### src/rtl/scg_pkg.sv
/*
  Constants, types and helpers for the system clock generator.
  Assumes one 200 MHz system clock and an AXI4-Lite register port.
*/
package scg_pkg;

  // rates in kHz; dividers round down to whole cycles
  localparam int SYS_FREQ_KHZ = 200000;
  localparam int HS_FREQ_KHZ  = 16000;
  localparam int LS_FREQ_KHZ  = 240;
  localparam int HS_DIV       = SYS_FREQ_KHZ / HS_FREQ_KHZ;
  localparam int LS_DIV       = SYS_FREQ_KHZ / LS_FREQ_KHZ;

  // register byte addresses
  localparam logic [31:0] ADDR_OSC_MODE = 32'h0000_0000;
  localparam logic [31:0] ADDR_STAB_ST  = 32'h0000_0004;
  localparam logic [31:0] ADDR_STAB_SEL = 32'h0000_0008;
  localparam logic [31:0] ADDR_CLK_CTRL = 32'h0000_000C;
  localparam logic [31:0] ADDR_STATUS   = 32'h0000_0010;
  localparam logic [31:0] ADDR_STOP_CMD = 32'h0000_0014;

  // field positions
  localparam int OSC_HS_STOP  = 0;
  localparam int OSC_LS_STOP  = 1;
  localparam int CC_XTAL_STOP = 0;
  localparam int CC_EXT_SEL   = 1;
  localparam int CC_CPU_SRC   = 2;
  localparam int CC_PCC_LSB   = 4;

  // reset values
  localparam logic [2:0] STAB_SEL_RST = 3'h5;
  localparam logic [2:0] PCC_RST      = 3'h1;
  localparam logic       XTAL_STOP_RST = 1'b1;

  localparam logic [1:0] RESP_OKAY   = 2'h0;
  localparam logic [1:0] RESP_SLVERR = 2'h2;

  // stabilization thresholds in crystal cycles
  localparam logic [16:0] STAB_T11 = 17'h00800;
  localparam logic [16:0] STAB_T13 = 17'h02000;
  localparam logic [16:0] STAB_T14 = 17'h04000;
  localparam logic [16:0] STAB_T15 = 17'h08000;
  localparam logic [16:0] STAB_T16 = 17'h10000;

  typedef enum logic [1:0] {ST_RUN, ST_STOP, ST_WAIT} scg_mode_e;

  typedef struct packed {
    logic        awvalid;
    logic [31:0] awaddr;
    logic        wvalid;
    logic [31:0] wdata;
    logic [3:0]  wstrb;
    logic        bready;
    logic        arvalid;
    logic [31:0] araddr;
    logic        rready;
  } scg_axi_req_s;

  typedef struct packed {
    logic        awready;
    logic        wready;
    logic        bvalid;
    logic [1:0]  bresp;
    logic        arready;
    logic        rvalid;
    logic [31:0] rdata;
    logic [1:0]  rresp;
  } scg_axi_rsp_s;

  typedef struct packed {
    logic       cpu_clk_en;
    logic [4:0] periph_en;
    logic       wdt_clk_en;
    logic       tmr8_clk_en;
    logic       hs_run;
    logic       xtal_run;
    logic       ls_run;
    logic       stop_mode;
  } scg_clk_out_s;

  // prohibited codes behave as the longest wait
  function automatic logic [16:0] stab_thr(input logic [2:0] sel);
    case (sel)
      3'h1:    stab_thr = STAB_T11;
      3'h2:    stab_thr = STAB_T13;
      3'h3:    stab_thr = STAB_T14;
      3'h4:    stab_thr = STAB_T15;
      default: stab_thr = STAB_T16;
    endcase
  endfunction

endpackage

### src/rtl/scg_top.sv
/*
  System clock generator: internal oscillator control, prescaler,
  glitch-free CPU source switch, STOP handling, stabilization counter.
  Assumes crystal and external clock edges arrive as one-cycle pulses
  synchronous to sys_clk, option-byte levels static after reset.
*/
`timescale 1ns/1ps
module scg_top (
  // clock and reset
  input  wire logic                  sys_clk,
  input  wire logic                  reset,
  // register bus
  input  wire scg_pkg::scg_axi_req_s axi_req,
  output      scg_pkg::scg_axi_rsp_s axi_rsp,
  // oscillator edges and STOP wake-up
  input  wire logic                  xtal_tick,
  input  wire logic                  ext_tick,
  input  wire logic                  stop_wake,
  // option byte
  input  wire logic                  opt_ls_stoppable,
  input  wire logic                  opt_wdt_enable,
  input  wire logic                  poweron_clear_mode_opt,
  // clock enables and oscillator runs
  output      scg_pkg::scg_clk_out_s clk_out
);
  import scg_pkg::*;

  typedef struct packed {
    scg_mode_e     mode;
    logic [9:0]    hs_cnt;
    logic [9:0]    ls_cnt;
    logic [3:0]    presc;
    logic [16:0]   stab_cnt;
    logic [4:0]    stab_st;
    logic [1:0]    osc_mode;
    logic [2:0]    stab_sel;
    logic          xtal_stop;
    logic          ext_sel;
    logic          cpu_req;
    logic          cpu_act;
    logic [2:0]    pcc;
    logic          aw_got;
    logic          w_got;
    logic [31:0]   awaddr;
    logic [7:0]    wdata;
    logic          wstrb0;
    scg_axi_rsp_s  rsp;
    scg_clk_out_s  out;
  } scg_state_s;

  scg_state_s s;
  scg_state_s n;

  logic       hs_run;
  logic       ls_run;
  logic       hsys_run;
  logic       hs_tick;
  logic       ls_tick;
  logic       hsys_tick;
  logic       main_tick;
  logic [4:0] div_en;
  logic [2:0] pcc_eff;
  logic       restart;
  logic       tgt_run;
  logic [3:0] mask;
  logic [31:0] rd;

  assign axi_rsp = s.rsp;
  assign clk_out = s.out;

  always_comb begin
    n = s;
    mask = 4'h0;
    rd = 32'h0000_0000;
    restart = 1'b0;
    hs_run = (s.mode != ST_STOP) && !s.osc_mode[OSC_HS_STOP];
    ls_run = !(opt_ls_stoppable && s.osc_mode[OSC_LS_STOP]);
    hsys_run = (s.mode != ST_STOP) && !s.xtal_stop;
    hs_tick = hs_run && (s.hs_cnt == 10'(HS_DIV - 1));
    ls_tick = ls_run && (s.ls_cnt == 10'(LS_DIV - 1));
    n.hs_cnt = (!hs_run || hs_tick) ? 10'h000 : s.hs_cnt + 10'h001;
    n.ls_cnt = (!ls_run || ls_tick) ? 10'h000 : s.ls_cnt + 10'h001;
    hsys_tick = hsys_run && (s.ext_sel ? ext_tick : xtal_tick);
    // main clock is internal or high-speed system, never low-speed
    main_tick = s.cpu_act ? hsys_tick : hs_tick;
    for (int k = 0; k < 5; k++) begin
      mask = 4'((5'h01 << k) - 5'h01);
      div_en[k] = main_tick && ((s.presc & mask) == mask);
    end
    n.presc = main_tick ? s.presc + 4'h1 : s.presc;
    pcc_eff = (s.pcc > 3'h4) ? 3'h4 : s.pcc;
    // switch only at the end of a full prescaler period, to a live source
    tgt_run = s.cpu_req ? hsys_run : hs_run;
    if (s.cpu_req != s.cpu_act && main_tick && (&s.presc) && tgt_run) begin
      n.cpu_act = s.cpu_req;
      n.presc = 4'h0;
    end

    // STOP release
    unique case (s.mode)
      ST_RUN: ;
      ST_STOP:
        if (stop_wake) begin
          restart = 1'b1;
          // crystal holds CPU; internal or external clock resumes at once
          n.mode = (s.cpu_act && !s.ext_sel) ? ST_WAIT : ST_RUN;
        end
      ST_WAIT:
        if (s.stab_cnt >= stab_thr(s.stab_sel)) begin
          n.mode = ST_RUN;
        end
    endcase

    // AXI write
    if (axi_req.awvalid && s.rsp.awready) begin
      n.aw_got = 1'b1;
      n.awaddr = axi_req.awaddr;
    end
    if (axi_req.wvalid && s.rsp.wready) begin
      n.w_got = 1'b1;
      n.wdata = axi_req.wdata[7:0];
      n.wstrb0 = axi_req.wstrb[0];
    end
    if (s.rsp.bvalid && axi_req.bready) begin
      n.rsp.bvalid = 1'b0;
    end
    if (s.aw_got && s.w_got && !s.rsp.bvalid) begin
      n.aw_got = 1'b0;
      n.w_got = 1'b0;
      n.rsp.bvalid = 1'b1;
      n.rsp.bresp = RESP_OKAY;
      unique case (s.awaddr)
        ADDR_OSC_MODE:
          if (s.wstrb0) begin
            // the oscillator feeding the CPU cannot be stopped
            n.osc_mode[OSC_HS_STOP] = s.wdata[OSC_HS_STOP]
              && s.cpu_act && s.cpu_req;
            n.osc_mode[OSC_LS_STOP] = s.wdata[OSC_LS_STOP];
          end
        ADDR_STAB_SEL:
          if (s.wstrb0) begin
            n.stab_sel = s.wdata[2:0];
          end
        ADDR_CLK_CTRL:
          if (s.wstrb0) begin
            n.xtal_stop = s.wdata[CC_XTAL_STOP]
              && !s.cpu_act && !s.cpu_req;
            // pin mode may change only while the crystal is off
            if (s.xtal_stop) begin
              n.ext_sel = s.wdata[CC_EXT_SEL];
            end
            n.cpu_req = s.wdata[CC_CPU_SRC];
            n.pcc = s.wdata[CC_PCC_LSB +: 3];
          end
        ADDR_STOP_CMD:
          if (s.wstrb0 && s.wdata[0] && s.mode == ST_RUN) begin
            n.mode = ST_STOP;
          end
        ADDR_STAB_ST, ADDR_STATUS: ;
        default: n.rsp.bresp = RESP_SLVERR;
      endcase
    end
    n.rsp.awready = !n.aw_got && !n.rsp.bvalid;
    n.rsp.wready = !n.w_got && !n.rsp.bvalid;

    // AXI read
    if (s.rsp.rvalid && axi_req.rready) begin
      n.rsp.rvalid = 1'b0;
    end
    if (axi_req.arvalid && s.rsp.arready) begin
      n.rsp.rvalid = 1'b1;
      n.rsp.rresp = RESP_OKAY;
      unique case (axi_req.araddr)
        ADDR_OSC_MODE: rd[1:0] = s.osc_mode;
        ADDR_STAB_ST:  rd[4:0] = s.stab_st;
        ADDR_STAB_SEL: rd[2:0] = s.stab_sel;
        ADDR_CLK_CTRL:
          rd[6:0] = {s.pcc, 1'b0, s.cpu_req, s.ext_sel, s.xtal_stop};
        ADDR_STATUS:
          rd[3:0] = {poweron_clear_mode_opt, s.mode == ST_WAIT,
                     s.mode == ST_STOP, s.cpu_act};
        ADDR_STOP_CMD: ;
        default: n.rsp.rresp = RESP_SLVERR;
      endcase
      n.rsp.rdata = rd;
    end
    n.rsp.arready = !n.rsp.rvalid;

    // stabilization counter restarts when crystal starts or STOP ends
    if (s.xtal_stop && !n.xtal_stop) begin
      restart = 1'b1;
    end
    if (restart) begin
      n.stab_cnt = 17'h00000;
      n.stab_st = 5'h00;
    end else if (!s.ext_sel && hsys_run && xtal_tick
                 && s.stab_cnt < stab_thr(s.stab_sel)) begin
      // saturates at the selected time, so status stops there too
      n.stab_cnt = s.stab_cnt + 17'h00001;
    end
    for (int j = 1; j < 6; j++) begin
      if (!restart && n.stab_cnt >= stab_thr(3'(j))) begin
        n.stab_st[5 - j] = 1'b1;
      end
    end

    n.out.cpu_clk_en = (s.mode == ST_RUN) && div_en[pcc_eff];
    n.out.periph_en = div_en;
    n.out.wdt_clk_en = ls_tick && opt_wdt_enable;
    n.out.tmr8_clk_en = ls_tick;
    n.out.hs_run = hs_run;
    n.out.xtal_run = hsys_run && !s.ext_sel;
    n.out.ls_run = ls_run;
    n.out.stop_mode = (s.mode == ST_STOP);
  end

  always_ff @(posedge sys_clk) begin
    if (reset) begin
      s <= '0;
      s.stab_sel <= STAB_SEL_RST;
      s.xtal_stop <= XTAL_STOP_RST;
      s.pcc <= PCC_RST;
    end else begin
      s <= n;
    end
  end
endmodule

### config.mk
export PLATFORM = sky130hd
export DESIGN_NAME = scg_top
export DESIGN_NICKNAME = d
export VERILOG_FILES = /design/src/rtl/scg_pkg.sv /design/src/rtl/scg_top.sv
export SDC_FILE = /design/constraint.sdc
export NUM_CORES = 1
export LEC_CHECK = 0
export BUFFER_PORTS_ARGS = -buffer_cell sky130_fd_sc_hd__buf_4
export CORE_MARGIN = 1
export CORE_UTILIZATION = 40
export DETAILED_ROUTE_END_ITERATION = 10
export HOLD_SLACK_MARGIN = 0.08
export PLACE_DENSITY_LB_ADDON = 0.2
export SLEW_MARGIN = 20
export SYNTH_ARGS = -nofsm -noshare
export SYNTH_HDL_FRONTEND = slang
export SYNTH_SLANG_ARGS = --single-unit
export TNS_END_PERCENT = 30
### constraint.sdc
create_clock -name sys_clk -period 2.86 [get_ports sys_clk]
set_input_delay 0.429 -clock sys_clk [delete_from_list [all_inputs] [get_ports sys_clk]]
set_output_delay 0.429 -clock sys_clk [all_outputs]
set_load 0.02 [all_outputs]
==> qor.txt <==
clock sinks - 127
Buf/Inv on CP - 2
# resized after CTS - 0
Port Buffers - 109
maximum vdd drop - 0.415 mV
Post-synth EDFFs - 0
multi-input logic area - 2930 um^2
HPWL after DPL - 9750 um
Max Cap Violations - 0
CP Class - flop to flop
simple-gate portion of the synthesized area - 26.8%
RD Place Congestion - 0.841
slowest CP cell - or4b_4
WP data arrival - 2900 ps
antenna violations before repair - 0
starting DRC count in detailed routing - 223
total congestion overflow - 0
pwr dens - 593 nW/um^2
post-route setup TNS - 0 ps
Final Cycle Share - 91.1%
kind of cell adding the most delay to the critical path - simple AND/OR/NAND/NOR gates
root buffer cell - clkbuf_16
number of global-route vias before repair - 4755
fillers - 1437
switch share - 23.7%
count leader, synth - dfxtp_1
Core Area - 14600 um^2
Synth area leaders - dfxtp_1 (42%), buf_4 (6.6%), nand2_1 (6.3%)
DIE AREA - 15500 um^2
Antenna Violating Nets Remaining - 0
CTS buffer count - 17
fin crit period - 2600 ps
Max Fclk - 384 MHz
Post-Synthesis Cell Area - 5980 um^2
largest net degree at the start of global routing - 57
Psw - 0.00101 W
Clk pwr share - 49.3%
internal power - 0.00325 W
Die W - 124 um
main combinational cell family by area after synthesis - simple AND/OR/NAND/NOR gates
I/O pin count - 166
post-synth top area cell - dfxtp_1
r2r setup slk - 260 ps
Seq. cell area - 2540 um^2
sequential-to-total area share from yosys stat - 42.5%
via count - 4956
nets@finish - 912
outcome - complete, no violations
worst-path cell chain - inv_1 -> ha_1 -> or4b_4 -> a211oi_2 -> o21a_1 -> buf_4 -> nand4_1 -> xor2_1 -> nor2_1
placed cell areas - 6600 um^2
Worst-Margin Slew - 979 ps
Total GRT Usage - 17.7%
CP Launch Type - flop
P_leak - 2.87 nW
wirelength, routed - 13200 um
worst hold path type - primary input to flop
Gate power share - 7.3%
Worst EP required - 3160 ps
unrepaired setup endpoints after global routing - no
vias per cell - 5.05
Syn Area/Cell - 8.42 um^2
flops & latches, synth - 127
Synth Warn # - 0
mux share of post-synthesis cell area - 3.53%
Setup Buffers After CTS - 0
Die H - 124 um
Avg WL per Cell - 13.5 um
design area - 7180 um^2
share of cells above drive strength 1 - 19.8%
Area Overhead vs Synth - 20.0%
CTS tree - done
CP max stage delay - 570 ps
Distinct cells, synth - 59
compound-gate portion of the synthesized area - 8.63%
endpoints failing setup - 0
xor-xnor portion of the synthesized cell area - 5.12%
Post-synth top flop - dfxtp_1
clock skew - 8.35 ps
Seq pwr share - 43.4%
Initial Utilization - 41.0%
FP Rows - 44
clock latency at the later pin of the worst-skew pair - 420 ps
DRC viols - 0
Max H-tree Level - 4
DRT Pass-1 Iters - 4
first-pass GRT wire length - 22300 um
cell count after synthesis - 711
Post-synth ARST share - 0%
Synth top cells by count - dfxtp_1 (127), nand2_1 (100), nor2_1 (73)
Worst slew margin - 34.6%
Yosys top cell area share - 42.5%
CP endpoint kind - flop
Crit Path Max Fanout - 11
hold_buf cts - 0
Max Root-Sink Buffers - 2
n_diodes - 0
adder-cell share of the synthesized area - 3.14%
Worst-path clk slew - 60 ps
Final Hold Fails - 0
Final Max Slew Viols - 0
[power groups by stage]
stage	clock [W]	sequential (W)	combinational, W
global route	0.00223	0.00185	0.000343
floorplan	0	0.00187	0.000222
finish	0.00210	0.00185	0.000310
CTS	0.00214	0.00185	0.000313
detailed placement	0	0.00189	0.000312
global placement	0	0.00188	0.000306
[area by class of cell]
type / count / share of cell area, %
Clock buffer: 18 / 6.11
Timing Repair Buffer: 112 / 11.7
Sequential cell: 127 / 35.4
Clock inverter: 14 / 1.97
Multi-Input combinational cell: 510 / 40.8
Tap cell: 184 / 3.21
Inverter: 16 / 0.836
[cells by family after synthesis]
logic type	count (synthesis)
AND/OR/NAND/NOR	321
flip-flops	127
buffers and inverters	100
AO/OA/AOI/OAI	91
XOR/XNOR	35
multiplexers	21
adder cells (fa/ha/maj)	15
other	1
[stage by stage]
step,setup WS [ps],hold WS [ps],total power [W],utilization (%),instances
2_1_floorplan,611,417,0.00210,-,737
3_3_place_gp,317,436,0.00219,45.2,949
3_5_place_dp,271,445,0.00220,45.2,949
4_1_cts,255,200,0.00430,49.2,981
5_1_grt,156,203,0.00442,49.2,981
6_report,256,209,0.00426,49.2,981
[registers in the layout, indices dropped and copies added, names as in the netlist]
register	count
clk_out	12
axi_rsp	14
s	101
[per-layer routing]
layer | routed length, um | global-route usage [%]
met1 | 6240 | 22.5
met2 | 6050 | 28.0
met3 | 727 | 5.63
met4 | 206 | 6.52
met5 | 0 | 0
[worst register-to-register path: stages (launching register included)]
cell and delay (ps):
dfxtp_1 350, inv_1 70, ha_1 260, or4b_4 570
a211oi_2 210, o21a_1 400, buf_4 250, nand4_1 130
xor2_1 180, nor2_1 60
[final timing paths]
path	from	to	cells after the start
max reg2reg	s[155]$_SDFF_PP0_	s[116]$_SDFF_PP0_	9
min reg2reg	axi_rsp[8]$_SDFFE_PP0P_	axi_rsp[8]$_SDFFE_PP0P_	2
min	opt_wdt_enable	clk_out[5]$_SDFF_PP0_	2
max	s[155]$_SDFF_PP0_	s[116]$_SDFF_PP0_	9
[cell usage in the layout (no fill, tap or decap), types with 18 or more instances in the layout]
master / Yosys / final
dfxtp_1: 127 / 127
nor2_1: 73 / 73
a21oi_1: 64 / 64
mux2i_1: 20 / 20
nand3_1: 33 / 33
buf_4: 53 / 112
nor3_1: 18 / 18
nor4_1: 19 / 19
conb_1: 1 / 27
xor2_1: 24 / 24
nand2_1: 100 / 100
No activity file was read; power rests on OpenSTA's default activity.
